`config.mk`:
```
export PLATFORM = sky130hd
export DESIGN_NAME = wiomb_regmap
export DESIGN_NICKNAME = d
export VERILOG_FILES = /design/src/hdl/wiomb_addr_dec.v /design/src/hdl/wiomb_counter.v /design/src/hdl/wiomb_regmap.v
export VERILOG_INCLUDE_DIRS = /design/src /design/src/shared
export SDC_FILE = /design/constraint.sdc
export NUM_CORES = 1
export LEC_CHECK = 0
export ABC_AREA = 1
export BUFFER_PORTS_ARGS = -buffer_cell sky130_fd_sc_hd__buf_4
export CORE_ASPECT_RATIO = 1.5
export CORE_MARGIN = 5
export CORE_UTILIZATION = 35
export DETAILED_ROUTE_END_ITERATION = 8
export PLACE_DENSITY = 0.65
export SLEW_MARGIN = 20
export SYNTH_ARGS = -nofsm -noshare
export SYNTH_HDL_FRONTEND = slang
export SYNTH_HIERARCHICAL = 1
export SYNTH_SLANG_ARGS = --single-unit
```
`constraint.sdc`:
```
create_clock -name clk_sys_i -period 3.1 [get_ports clk_sys_i]
set_input_delay 0.62 -clock clk_sys_i [delete_from_list [all_inputs] [get_ports clk_sys_i]]
set_output_delay 0.62 -clock clk_sys_i [all_outputs]
set_load 0.01 [all_outputs]
```
`src/shared/wiomb_defs.vh`:
```
// Constants for the wireless I/O holding-register map
// Operation
// - Addresses 01-10 never forwarded over radio
// - Address from tens and units dials
// - Registers 1-4 report discrete inputs
// - Register 8 holds signed temperature code
// - Registers 9,10 hold counter upper, lower
// - Registers 501,502 drive discrete outputs
// - Registers 505,506 drive switched supplies
// - All registers are holding registers
// - No I/O access in transparent mode
`ifndef WIOMB_DEFS_VH
`define WIOMB_DEFS_VH
`define WIOMB_REG_DIN1 16'h0001
`define WIOMB_REG_DIN2 16'h0002
`define WIOMB_REG_DIN3 16'h0003
`define WIOMB_REG_DIN4 16'h0004
`define WIOMB_REG_CL1 16'h0005
`define WIOMB_REG_CL3 16'h0007
`define WIOMB_REG_TEMP 16'h0008
`define WIOMB_REG_CNT_UP 16'h0009
`define WIOMB_REG_CNT_LO 16'h000a
`define WIOMB_REG_DOUT1 16'h01f5
`define WIOMB_REG_DOUT2 16'h01f6
`define WIOMB_REG_SUP3 16'h01f9
`define WIOMB_REG_SUP4 16'h01fa
`define WIOMB_ADDR_LOCAL_MAX 7'h0a
`define WIOMB_ADDR_MIN 7'h01
`define WIOMB_ADDR_MAX 7'h3c
`define WIOMB_OUT_RESET 1'b0
`endif

```
`src/hdl/wiomb_addr_dec.v`:
```
// Slave address forming from two decimal dials and relay decision
`timescale 1ns/100ps
`include "wiomb_defs.vh"
module wiomb_addr_dec (
    input wire [3:0] dial_tens_i,
    input wire [3:0] dial_units_i,
    input wire [6:0] poll_addr_i,
    output wire [6:0] slave_addr_o,
    output wire addr_valid_o,
    output wire relay_ok_o
);
    wire [6:0] tens_x10;
    assign tens_x10 = {dial_tens_i, 3'b000} + {2'b00, dial_tens_i, 1'b0};
    assign slave_addr_o = tens_x10 + {3'b000, dial_units_i};
    assign addr_valid_o = (dial_units_i <= 4'h9) && (slave_addr_o >= `WIOMB_ADDR_MIN)
        && (slave_addr_o <= `WIOMB_ADDR_MAX);
    assign relay_ok_o = (poll_addr_i > `WIOMB_ADDR_LOCAL_MAX);
endmodule // wiomb_addr_dec

```
`src/hdl/wiomb_counter.v`:
```
// 32-bit event counter with lower-word snapshot
`timescale 1ns/100ps
module wiomb_counter #(
    parameter WIDTH = 32
) (
    input wire clk_sys_i,
    input wire reset_i,
    input wire event_i,
    input wire snap_i,
    output reg [WIDTH-1:0] count_q,
    output reg [15:0] lower_snap_q
);
    reg event_prev_q;
    always @(posedge clk_sys_i or posedge reset_i) begin
        if (reset_i) begin
            count_q <= {WIDTH{1'b0}};
            event_prev_q <= 1'b0;
            lower_snap_q <= 16'h0000;
        end else begin
            event_prev_q <= event_i;
            if (event_i && !event_prev_q) begin
                count_q <= count_q + {{(WIDTH-1){1'b0}}, 1'b1};
            end
            if (snap_i) begin
                lower_snap_q <= count_q[15:0];
            end
        end
    end
endmodule // wiomb_counter

```
`src/hdl/wiomb_regmap.v`:
```
// Holding-register map for discrete, analog, thermistor, counter and output I/O
`timescale 1ns/100ps
`include "wiomb_defs.vh"
module wiomb_regmap (
    input wire clk_sys_i,
    input wire reset_i,
    input wire transparent_mode_i,
    input wire [3:0] dial_tens_i,
    input wire [3:0] dial_units_i,
    input wire [6:0] poll_addr_i,
    input wire req_valid_i,
    input wire req_write_i,
    input wire [15:0] req_reg_i,
    input wire [15:0] req_wdata_i,
    input wire [3:0] discrete_in_i,
    input wire [15:0] current_loop_1_i,
    input wire [15:0] current_loop_3_i,
    input wire [15:0] temperature_i,
    input wire counter_event_i,
    output reg rsp_valid_o,
    output reg rsp_error_o,
    output reg [15:0] rsp_rdata_o,
    output wire [6:0] slave_addr_o,
    output wire addr_valid_o,
    output wire relay_ok_o,
    output reg discrete_output_1_o,
    output reg discrete_output_2_o,
    output reg switched_supply_3_o,
    output reg switched_supply_4_o
);
    // ----------------------------------------
    // Address and counter
    // ----------------------------------------
    wire [31:0] event_count;
    wire [15:0] lower_snap;
    wire access_ok;
    wire snap_req;
    wiomb_addr_dec u_addr (
        .dial_tens_i(dial_tens_i),
        .dial_units_i(dial_units_i),
        .poll_addr_i(poll_addr_i),
        .slave_addr_o(slave_addr_o),
        .addr_valid_o(addr_valid_o),
        .relay_ok_o(relay_ok_o)
    );
    assign access_ok = req_valid_i && !transparent_mode_i;
    assign snap_req = access_ok && !req_write_i && (req_reg_i == `WIOMB_REG_CNT_UP);
    wiomb_counter #(.WIDTH(32)) u_cnt (
        .clk_sys_i(clk_sys_i),
        .reset_i(reset_i),
        .event_i(counter_event_i),
        .snap_i(snap_req),
        .count_q(event_count),
        .lower_snap_q(lower_snap)
    );

    // ----------------------------------------
    // Read decode
    // ----------------------------------------
    reg [15:0] rdata_d;
    reg hit_d;
    always @* begin
        rdata_d = 16'h0000;
        hit_d = 1'b1;
        case (req_reg_i)
            `WIOMB_REG_DIN1: rdata_d = {15'h0000, discrete_in_i[0]};
            `WIOMB_REG_DIN2: rdata_d = {15'h0000, discrete_in_i[1]};
            `WIOMB_REG_DIN3: rdata_d = {15'h0000, discrete_in_i[2]};
            `WIOMB_REG_DIN4: rdata_d = {15'h0000, discrete_in_i[3]};
            `WIOMB_REG_CL1: rdata_d = current_loop_1_i;
            `WIOMB_REG_CL3: rdata_d = current_loop_3_i;
            `WIOMB_REG_TEMP: rdata_d = temperature_i;
            `WIOMB_REG_CNT_UP: rdata_d = event_count[31:16];
            `WIOMB_REG_CNT_LO: rdata_d = lower_snap;
            `WIOMB_REG_DOUT1: rdata_d = {15'h0000, discrete_output_1_o};
            `WIOMB_REG_DOUT2: rdata_d = {15'h0000, discrete_output_2_o};
            `WIOMB_REG_SUP3: rdata_d = {15'h0000, switched_supply_3_o};
            `WIOMB_REG_SUP4: rdata_d = {15'h0000, switched_supply_4_o};
            default: hit_d = 1'b0;
        endcase
    end

    // ----------------------------------------
    // Write and response
    // ----------------------------------------
    always @(posedge clk_sys_i or posedge reset_i) begin
        if (reset_i) begin
            rsp_valid_o <= 1'b0;
            rsp_error_o <= 1'b0;
            rsp_rdata_o <= 16'h0000;
            discrete_output_1_o <= `WIOMB_OUT_RESET;
            discrete_output_2_o <= `WIOMB_OUT_RESET;
            switched_supply_3_o <= `WIOMB_OUT_RESET;
            switched_supply_4_o <= `WIOMB_OUT_RESET;
        end else begin
            rsp_valid_o <= req_valid_i;
            rsp_error_o <= req_valid_i && (!access_ok || !hit_d);
            rsp_rdata_o <= (access_ok && !req_write_i) ? rdata_d : 16'h0000;
            if (access_ok && req_write_i) begin
                // Input registers fall through: no effect
                case (req_reg_i)
                    `WIOMB_REG_DOUT1: discrete_output_1_o <= req_wdata_i[0];
                    `WIOMB_REG_DOUT2: discrete_output_2_o <= req_wdata_i[0];
                    `WIOMB_REG_SUP3: switched_supply_3_o <= req_wdata_i[0];
                    `WIOMB_REG_SUP4: switched_supply_4_o <= req_wdata_i[0];
                    default: discrete_output_1_o <= discrete_output_1_o;
                endcase
            end
        end
    end
endmodule // wiomb_regmap

```
# == Word-level counts from Yosys, hierarchy flattened ==
# Cells that the tools add are included.
# Widths: inputs -> output; s select.
# op_classes
addsub,3
reduce_logical,19
muxes,3
eq_ne,13
magnitude_cmp,4
# ops
operator,count
$pmux 16 s13,1
$eq 16x9->1 const B,4
$eq 16x3->1 const B,3
$eq 16x4->1 const B,3
$add 32x1->32 const B,1
$eq 16x2->1 const B,2
$eq 16x1->1 const B,1
$mux 16,1
$reduce_or 13->1,1
$logic_and 1x1->1,8
$reduce_and 2->1,4
$add 7x4->7,1
$add 7x5->7,1
$ge 7x1->1 const B,1
$gt 7x4->1 const B,1
$le 7x6->1 const B,1
$logic_not 1->1,5
$le 4x4->1 const B,1
$logic_or 1x1->1,1
$mux 1,1
# word_totals
wordCells,52
regBits,71
input_bits,105
out_inout_bits,31

# == Logic depth before layout (Yosys ltp) ==
# Gate-level depths: netlist of the first run.
# depth
word_depth,6
mapped_depth,12
depth_no_buf,12

# == Hierarchy ==
# Netlist of the first run, hierarchy kept.
# modules_own_cells
mod,cells_each,n_inst,seq_area_each_um2,area_per_inst_um2
wiomb_counter,277,1,1226.2,2424.8
wiomb_regmap,295,1,550.5,1969.4
wiomb_addr_dec,55,1,0.0,335.3

# == Worst setup path before layout of the first run ==
# Ideal clock, no wire load.
# synth_path
path_kind,in2out
start,input dial_tens_i[0]
end,output addr_valid_o
path_buffers,0
slack_ns,0.194
t_required_ns,2.480
stages,10
t_arrival_ns,2.286
cell_sequence,inv_1 fa_1 inv_1 fa_1 nand2_1 nor2_1 and2_1 nand2_1 nand2_1 nor2_2
# synth_via
elab_chain_cells,5
word_cells_on_any_way,6
classes_between,add/sub (2); order compare (2); reduce/logical (2)
# synth_rtl
item,line,text
"start, declared",wiomb_regmap.v:8,"input wire [3:0] dial_tens_i,"
$add 7x5->7 (*),wiomb_addr_dec.v:13,"assign tens_x10 = {dial_tens_i, 3'b000} + {2'b00, dial_tens_i, 1'b0};"
$add 7x4->7 (*),wiomb_addr_dec.v:14,"assign slave_addr_o = tens_x10 + {3'b000, dial_units_i};"
net slave_addr_o[3],wiomb_regmap.v:23,"output wire [6:0] slave_addr_o,"
$ge 7x1->1 (no source line),--,
$logic_and 1x1->1,wiomb_addr_dec.v:15,assign addr_valid_o = (dial_units_i <= 4'h9) && (slave_addr_o >= `WIOMB_ADDR_MIN)
$logic_and 1x1->1 (*),wiomb_addr_dec.v:15,
"end, declared",wiomb_regmap.v:24,"output wire addr_valid_o,"
# The timed path passes the listed nets; every way through them passes the cells marked *.

# == Worst setup path in the final report of the first run ==
# layout_path
start,input dial_tens_i[0]
end,output addr_valid_o
# layout_via
elab_chain_cells,5
word_cells_on_any_way,6
classes_between,add/sub (2); order compare (2); reduce/logical (2)
# layout_rtl
item,line
$add 7x5->7 (*),wiomb_addr_dec.v:13
$add 7x4->7 (*),wiomb_addr_dec.v:14
$ge 7x1->1 (no source line),--
$logic_and 1x1->1,wiomb_addr_dec.v:15
$logic_and 1x1->1 (*),wiomb_addr_dec.v:15
# Mark *: on every way between the ends. The rest lies on a longest branch, timed or not.

==> results.json, run 1 <==
{
  "drt_iter0_drc": 171,
  "cts_root_buf": "clkbuf_16",
  "cts_max_level": 3,
  "hold_class": "input port to flip-flop",
  "finalHoldViolations": 0,
  "start_util": 0.3529,
  "gp_congestion": 0.8911,
  "clock_skew_ps": 4.689,
  "power.density_nw_per_um2": 403.6,
  "arrival_ps": 2460,
  "final_cell_mix": "nand2_1 (159), buf_4 (125), nor2_1 (90)",
  "numCtsBuffers": 9,
  "final_nets": 865,
  "pre_cts_ws_ps": -53.36,
  "peakVddDrop_v": 0.0001794,
  "fmax_mhz": 324.8,
  "ys_seq_area_frac": 0.3757,
  "portBuffers": 120,
  "drive_gt1_frac": 0.3126,
  "num_vias": 4413,
  "rows": 52,
  "endpoint_kind": "output port",
  "routed_wl_um": 13710,
  "dieHeight_um": 152.4,
  "grt_max_degree": 50,
  "ant_nets": 0,
  "n_fill_cell": 1378,
  "cp_max_fo": 3,
  "yosys_warnings": 6,
  "clockPowerShare": 0.452,
  "die-area_um2": 15990,
  "synth_seq_cells": 71,
  "avgRoutedWirePerCell_um": 14.95,
  "diodes": 0,
  "total_power_mw": 2.466,
  "grt_usage": 0.1760,
  "switchingPower_mw": 0.6263,
  "synth_cell_types": 32,
  "clockBufferDepth": 2,
  "slew_violations": 0,
  "first_pass_iters": 4,
  "period_needed_ps": 3079,
  "core_um2": 13400,
  "drt-vias-per-instance": 4.812,
  "netlist_area_um2": 4730,
  "yosys.area.top_type": "dfrtp_1",
  "clkTransAtPathRegs_ps": 60,
  "synth-edff-count": 0,
  "slew_headroom": 0.4287,
  "combPwrFrac": 0.141,
  "clock_latency_ps": 340,
  "synth_top_cell_area_share": 0.3757,
  "die_w_um": 104.9,
  "period_share": 0.9933,
  "dp_hpwl_um": 11110,
  "critical_path_class": "input port to output port",
  "gr-total-overflow": 0,
  "p_int_mw": 1.840,
  "synth_top_cells_by_area": "dfrtp_1 (38%), nand2_1 (13%), nand3_1 (8.8%)",
  "synth.avg_cell_area_um2": 7.543,
  "final.setup.worst_slack_ps": 20.84,
  "worst_setup_path_start_kind": "input port",
  "dominantRegCellSynth": "dfrtp_1",
  "drv_cap": 0,
  "grt_pass1_wl_um": 22270,
  "areaGrowthSynthToFinish_pct": 29.18,
  "setup_viol": 0,
  "final_common_cell": "nand2_1",
  "cts_tree": "yes",
  "antenna_found_initial": 0,
  "drc_errors": 0,
  "tightest_slew_ps": 856.9,
  "rsz0062_at_grt": "yes",
  "setup_tns_ps": 0,
  "p_leak_nw": 3.090,
  "cts_sinks": 71,
  "synth.net_count": 742,
  "required_ps": 2480,
  "grt_pass1_vias": 4518,
  "async_flop_share": 1.000,
  "ff2ff_setup_slack_ps": 1590,
  "p_seq_frac": 0.407,
  "switching_share": 0.2540,
  "status": "finished clean",
  "num_io_pins": 136,
  "synth_cells": 627
}
[per-stage QoR]
| step | hold WS [ps] | instance area (µm²) | std cells | util |
|---|---|---|---|---|
| floorplan | 453.8 | 4730 | 627 | - |
| global placement | 471.9 | 5762 | 900 | 0.4299 |
| detailed placement | 487.6 | 5762 | 900 | 0.4299 |
| CTS | 391.4 | 6091 | 917 | 0.4544 |
| global route | 393.6 | 6110 | 917 | 0.4558 |
| finish | 399.6 | 6110 | 917 | 0.4558 |
[registers in the layout, summed over array words and instances, names as in the netlist]
register	count
u_cnt/event_prev_q	1
rsp_valid_o	1
switched_supply_3_o	1
rsp_rdata_o	16
u_cnt/count_q	32
discrete_output_2_o	1
u_cnt/lower_snap_q	16
switched_supply_4_o	1
rsp_error_o	1
discrete_output_1_o	1
[critical path, cell delays in order]
cell and delay [ps]:
buf_8 80, inv_4 30, fa_1 560, inv_2 60
fa_2 600, nand2_2 50, nor2_1 80, and2_1 120
nand2_1 40, nand2_1 60, nor2_2 30, buf_4 130
[synthesized netlist by cell type (2+ instances only)]
library cell / number
buf_4: 6
a21oi_1: 5
dfrtp_1: 71
inv_1: 54
xor2_1: 8
mux2_2: 13
inv_2: 9
nand3_1: 83
buf_6: 4
and2_1: 2
nor2_1: 91
nor2_8: 3
fa_1: 2
ha_1: 8
nand2_1: 160
o21ai_0: 9
o31ai_1: 2
nand3_2: 2
nor3_1: 3
o21ai_1: 4
nor2_4: 12
nand2_2: 20
nor3_2: 13
nor2_2: 13
buf_2: 3
xnor2_1: 10
nand4_1: 4
nand3b_1: 8
nand2_4: 2
[final cells by class]
| type | count | area, µm² | share of cell area |
|---|---|---|---|
| Multi-Input combinational cell | 479 | 2615 | 0.4280 |
| Sequential cell | 71 | 1777 | 0.2908 |
| Timing Repair Buffer | 126 | 953.4 | 0.1561 |
| Inverter | 63 | 240.2 | 0.03932 |
| Clock buffer | 9 | 225.2 | 0.03686 |
| Tap cell | 162 | 202.7 | 0.03318 |
| Clock inverter | 7 | 96.34 | 0.01577 |
[path summary, 6_finish.rpt]
kind / start / to / depth (start not counted)
max: dial_tens_i[0] / addr_valid_o / 12
min: counter_event_i / u_cnt/event_prev_q$_DFF_PP0_ / 1
max reg2reg: u_cnt/count_q[1]$_DFFE_PP0P_ / u_cnt/count_q[22]$_DFFE_PP0P_ / 8
min reg2reg: u_cnt/count_q[31]$_DFFE_PP0P_ / u_cnt/count_q[31]$_DFFE_PP0P_ / 2
max in group asynchronous: reset_i / rsp_rdata_o[5]$_DFF_PP0_ / 2
min in group asynchronous: reset_i / u_cnt/count_q[20]$_DFFE_PP0P_ / 2
[cells by family (layout without fill, tap and decap cells)]
group / Yosys count / count (layout) / synth area share
buffers and inverters: 77 / 205 / 0.07301
xor gates and xnor gates: 18 / 18 / 0.03333
AOI/OAI and AO/OA: 21 / 21 / 0.02381
adders and majority gates: 10 / 10 / 0.02963
muxes: 13 / 13 / 0.03095
and+or+nand+nor: 417 / 417 / 0.4336
DFF: 71 / 71 / 0.3757
[power by group through the flow]
stage | logic, mW | clock network, mW | registers, mW
2_1_floorplan | 0.178 | 0 | 1.01
3_3_place_gp | 0.338 | 0 | 1.02
3_5_place_dp | 0.344 | 0 | 1.02
4_1_cts | 0.350 | 1.13 | 1.00
5_1_grt | 0.396 | 1.17 | 1.01
6_report | 0.349 | 1.11 | 1.00
[layer usage]
metal  wire length [µm]  GRT usage  vias to the layer above
li1                   -          -                     2230
met1               5067     0.1845                     2021
met2               7065     0.3099                      119
met3                625    0.03434                       43
met4                947     0.1231                        0
met5                  0          0                        -
[repair_timing]
| item | 4_1_cts | 5_1_grt |
|---|---|---|
| endpoints found under the setup margin | 1 | 1 |
| pin swaps | 7 | 10 |
| buffers inserted | 1 | 0 |
| resized for setup | 2 | 7 |
| hold buffers | 0 | 0 |
Note: power is estimated with default switching activity, not from simulation.
==> inputs of run 2 (changes only) <==
Settings changed: PLACE_DENSITY 0.65 to 0.66, SYNTH_HIERARCHICAL 1 to unset.
==> run 2 against run 1 <==
Net effect:
- combinational power grew 5.7%
- maximum frequency rose by 2.1%
- routed wire length down 14%
- critical path depth is 3 lower
- via count down 11%
- first-iteration DRC count grew 2.3%
- sequential share of layout area is 2.8 points higher
- global-route usage is 1.2 points lower
- flip-flop and latch count unchanged
- core utilization rose by 1.0 points
- clock skew down 0.85 ps
- critical path type unchanged
- largest cell class unchanged
==> results.json, run 2 <==
{
  "finalHoldViolations": 0,
  "cp_max_fo": 2,
  "gr-total-overflow": 0,
  "hold_class": "input port to async pin",
  "dieHeight_um": 145.2,
  "portBuffers": 120,
  "synth_top_cell_area_share": 0.4167,
  "cts_sinks": 71,
  "final_nets": 794,
  "num_vias": 3947,
  "clkTransAtPathRegs_ps": 50,
  "p_leak_nw": 2.824,
  "rsz0062_at_grt": "no",
  "diodes": 0,
  "slew_violations": 0,
  "yosys_warnings": 0,
  "drt-vias-per-instance": 4.716,
  "grt_pass1_wl_um": 19310,
  "critical_path_class": "input port to output port",
  "path_cells": "buf_4 -> fa_2 -> fa_2 -> inv_2 -> nor3_2 -> nand3_1 -> nand3_1 -> nor2_1 -> buf_4",
  "drt_iter0_drc": 175,
  "top_regs": "u_cnt.count_q: 32 flops, rsp_rdata_o: 16 flops, u_cnt.lower_snap_q: 16 flops",
  "synth_seq_cells": 71,
  "avgRoutedWirePerCell_um": 14.10,
  "grt_usage": 0.1641,
  "holdWs_ps": 301.1,
  "synth_cells": 555,
  "endpoint_kind": "output port",
  "status": "finished clean",
  "setup_viol": 0,
  "ys_seq_area_frac": 0.4167,
  "critPathMaxStageDelay_ps": 560,
  "fmax_mhz": 331.7,
  "n_fill_cell": 1200,
  "grt_pass1_vias": 4176,
  "dp_cells": 820,
  "synthTopCellsByCount": "nand2_1 (146), dfrtp_1 (71), nor2_1 (68), inv_1 (53), nand3_1 (41)",
  "clockBufferDepth": 2,
  "drv_cap": 0,
  "period_share": 0.9725,
  "period_needed_ps": 3015,
  "dominantRegCellSynth": "dfrtp_1",
  "peakVddDrop_v": 0.0002331,
  "gp_congestion": 0.8362,
  "synth.avg_cell_area_um2": 7.683,
  "final_cell_mix": "nand2_1 (146), buf_4 (125), dfrtp_1 (71)",
  "final_common_cell": "nand2_1",
  "final.setup.worst_slack_ps": 85.10,
  "power.density_nw_per_um2": 413.0,
  "cts_max_level": 3,
  "arrival_ps": 2390,
  "drive_gt1_frac": 0.2997,
  "core_um2": 11960,
  "regMostFlops": "u_cnt.count_q",
  "routed_wl_um": 11800,
  "largest_register_ffs": 32,
  "synth_top_cells_by_area": "dfrtp_1 (42%), nand2_1 (13%), nor2_1 (6.0%)",
  "grt_max_degree": 32,
  "pre_cts_ws_ps": -55.15,
  "dp_hpwl_um": 9568,
  "cts_root_buf": "clkbuf_16",
  "start_util": 0.3567,
  "yosys.area.top_type": "dfrtp_1",
  "yosysMostFrequentCell": "nand2_1",
  "crit_family": "adder cells",
  "critPathSlowestCell": "fa_2",
  "required_ps": 2480,
  "setup_tns_ps": 0,
  "synth-edff-count": 0,
  "clock_skew_ps": 3.843,
  "tightest_slew_ps": 557.2,
  "total_power_mw": 2.301,
  "slew_headroom": 0.6273,
  "ant_nets": 0,
  "netlist_area_um2": 4264,
  "cts_tree": "yes",
  "antenna_found_initial": 0,
  "num_io_pins": 136,
  "die_w_um": 100.1,
  "instances_no_fill": 837,
  "synth_cell_types": 31,
  "critPathBufInv": 3,
  "clock_latency_ps": 330,
  "numCtsBuffers": 9,
  "async_flop_share": 1.000,
  "areaGrowthSynthToFinish_pct": 30.66,
  "first_pass_iters": 5,
  "worst_setup_path_start_kind": "input port",
  "drc_errors": 0,
  "synth.net_count": 670,
  "ctsHoldBuffers": 0,
  "die-area_um2": 14540,
  "rows": 49
}
-- run 2: changes by cell type after synthesis, sizes merged, moves of 5 or more --
| cell | delta |
|---|---|
| nand3 | -44 |
| nor2 | -24 |
| o21ai | +24 |
| nand2 | -22 |
| xor2 | +17 |
| mux2 | -10 |
| nand3b | -8 |
| xnor2 | -6 |
| nand4 | +5 |
-- run 2: per-layer routing --
layer	up-vias	GRT usage	share of wire
li1	1997	-	-
met1	1819	0.1777	0.38
met2	109	0.3094	0.54
met3	22	0.02209	0.053
met4	0	0.06945	0.026
met5	-	0	0
-- run 2: worst register-to-register path, stage by stage, from the launching register on --
cell     delay (ps)
dfrtp_1         380
inv_1            80
nor3_2          220
nand2_1         110
nor2_2          120
nand2_2         100
nor2_2          430
nand2_1         160
o21ai_0         170
nand2_1          70
-- run 2: final timing paths --
kind                                                from                           endpoint  slack, ps  cells past startpoint
setup / recovery                         dial_units_i[3]                       addr_valid_o         90                      9
hold / removal                                   reset_i              rsp_error_o$_DFF_PP0_        300                      2
setup reg to reg            u_cnt.count_q[0]$_DFFE_PP0P_      u_cnt.count_q[23]$_DFFE_PP0P_       1150                      9
hold reg to reg            u_cnt.count_q[31]$_DFFE_PP0P_      u_cnt.count_q[31]$_DFFE_PP0P_        490                      2
min in group clk_sys_i                   counter_event_i       u_cnt.event_prev_q$_DFF_PP0_        400                      1
max in group asynchronous                        reset_i  u_cnt.lower_snap_q[9]$_DFFE_PP0P_       2010                      3
-- run 2: cell type report --
| type | instances | area (µm²) | share of cell area |
|---|---|---|---|
| Timing Repair Buffer | 125 | 938.4 | 0.1684 |
| Sequential cell | 71 | 1777 | 0.3189 |
| Inverter | 63 | 240.2 | 0.04312 |
| Clock inverter | 4 | 22.52 | 0.004042 |
| Clock buffer | 12 | 236.5 | 0.04244 |
| Tap cell | 153 | 191.4 | 0.03436 |
| Multi-Input combinational cell | 409 | 2166 | 0.3887 |
-- run 2: timing repair --
item | 4_1_cts | 5_1_grt
setup buffers | 0 | 1
pin swaps | 0 | 4
resized for setup | 3 | 4
endpoints found under the setup margin | 1 | 1
-- run 2: kinds of logic after synthesis --
logic type      count (synthesis)  share of synthesized area
simple gates                  321                     0.3392
buf+inv                        75                    0.08304
flops                          71                     0.4167
compound gates                 46                    0.05810
xor+xnor                       29                    0.05956
fa+ha+maj                      10                    0.03287
mux                             3                    0.01056
-- run 2: power breakdown --
part / internal, mW / leakage [nW] / total [mW] / switching (mW)
combinational: 0.180 / 1.79 / 0.369 / 0.189
sequential: 0.975 / 0.905 / 1.02 / 0.0433
clock: 0.537 / 0.126 / 0.914 / 0.376
total: 1.69 / 2.82 / 2.30 / 0.608
-- run 2: per-stage QoR --
step / utilization / cell area [µm²]
after floorplan: - / 4264
after CTS: 0.4637 / 5544
after global placement: 0.4410 / 5273
after global routing: 0.4660 / 5572
after detailed placement: 0.4410 / 5273
final: 0.4660 / 5572
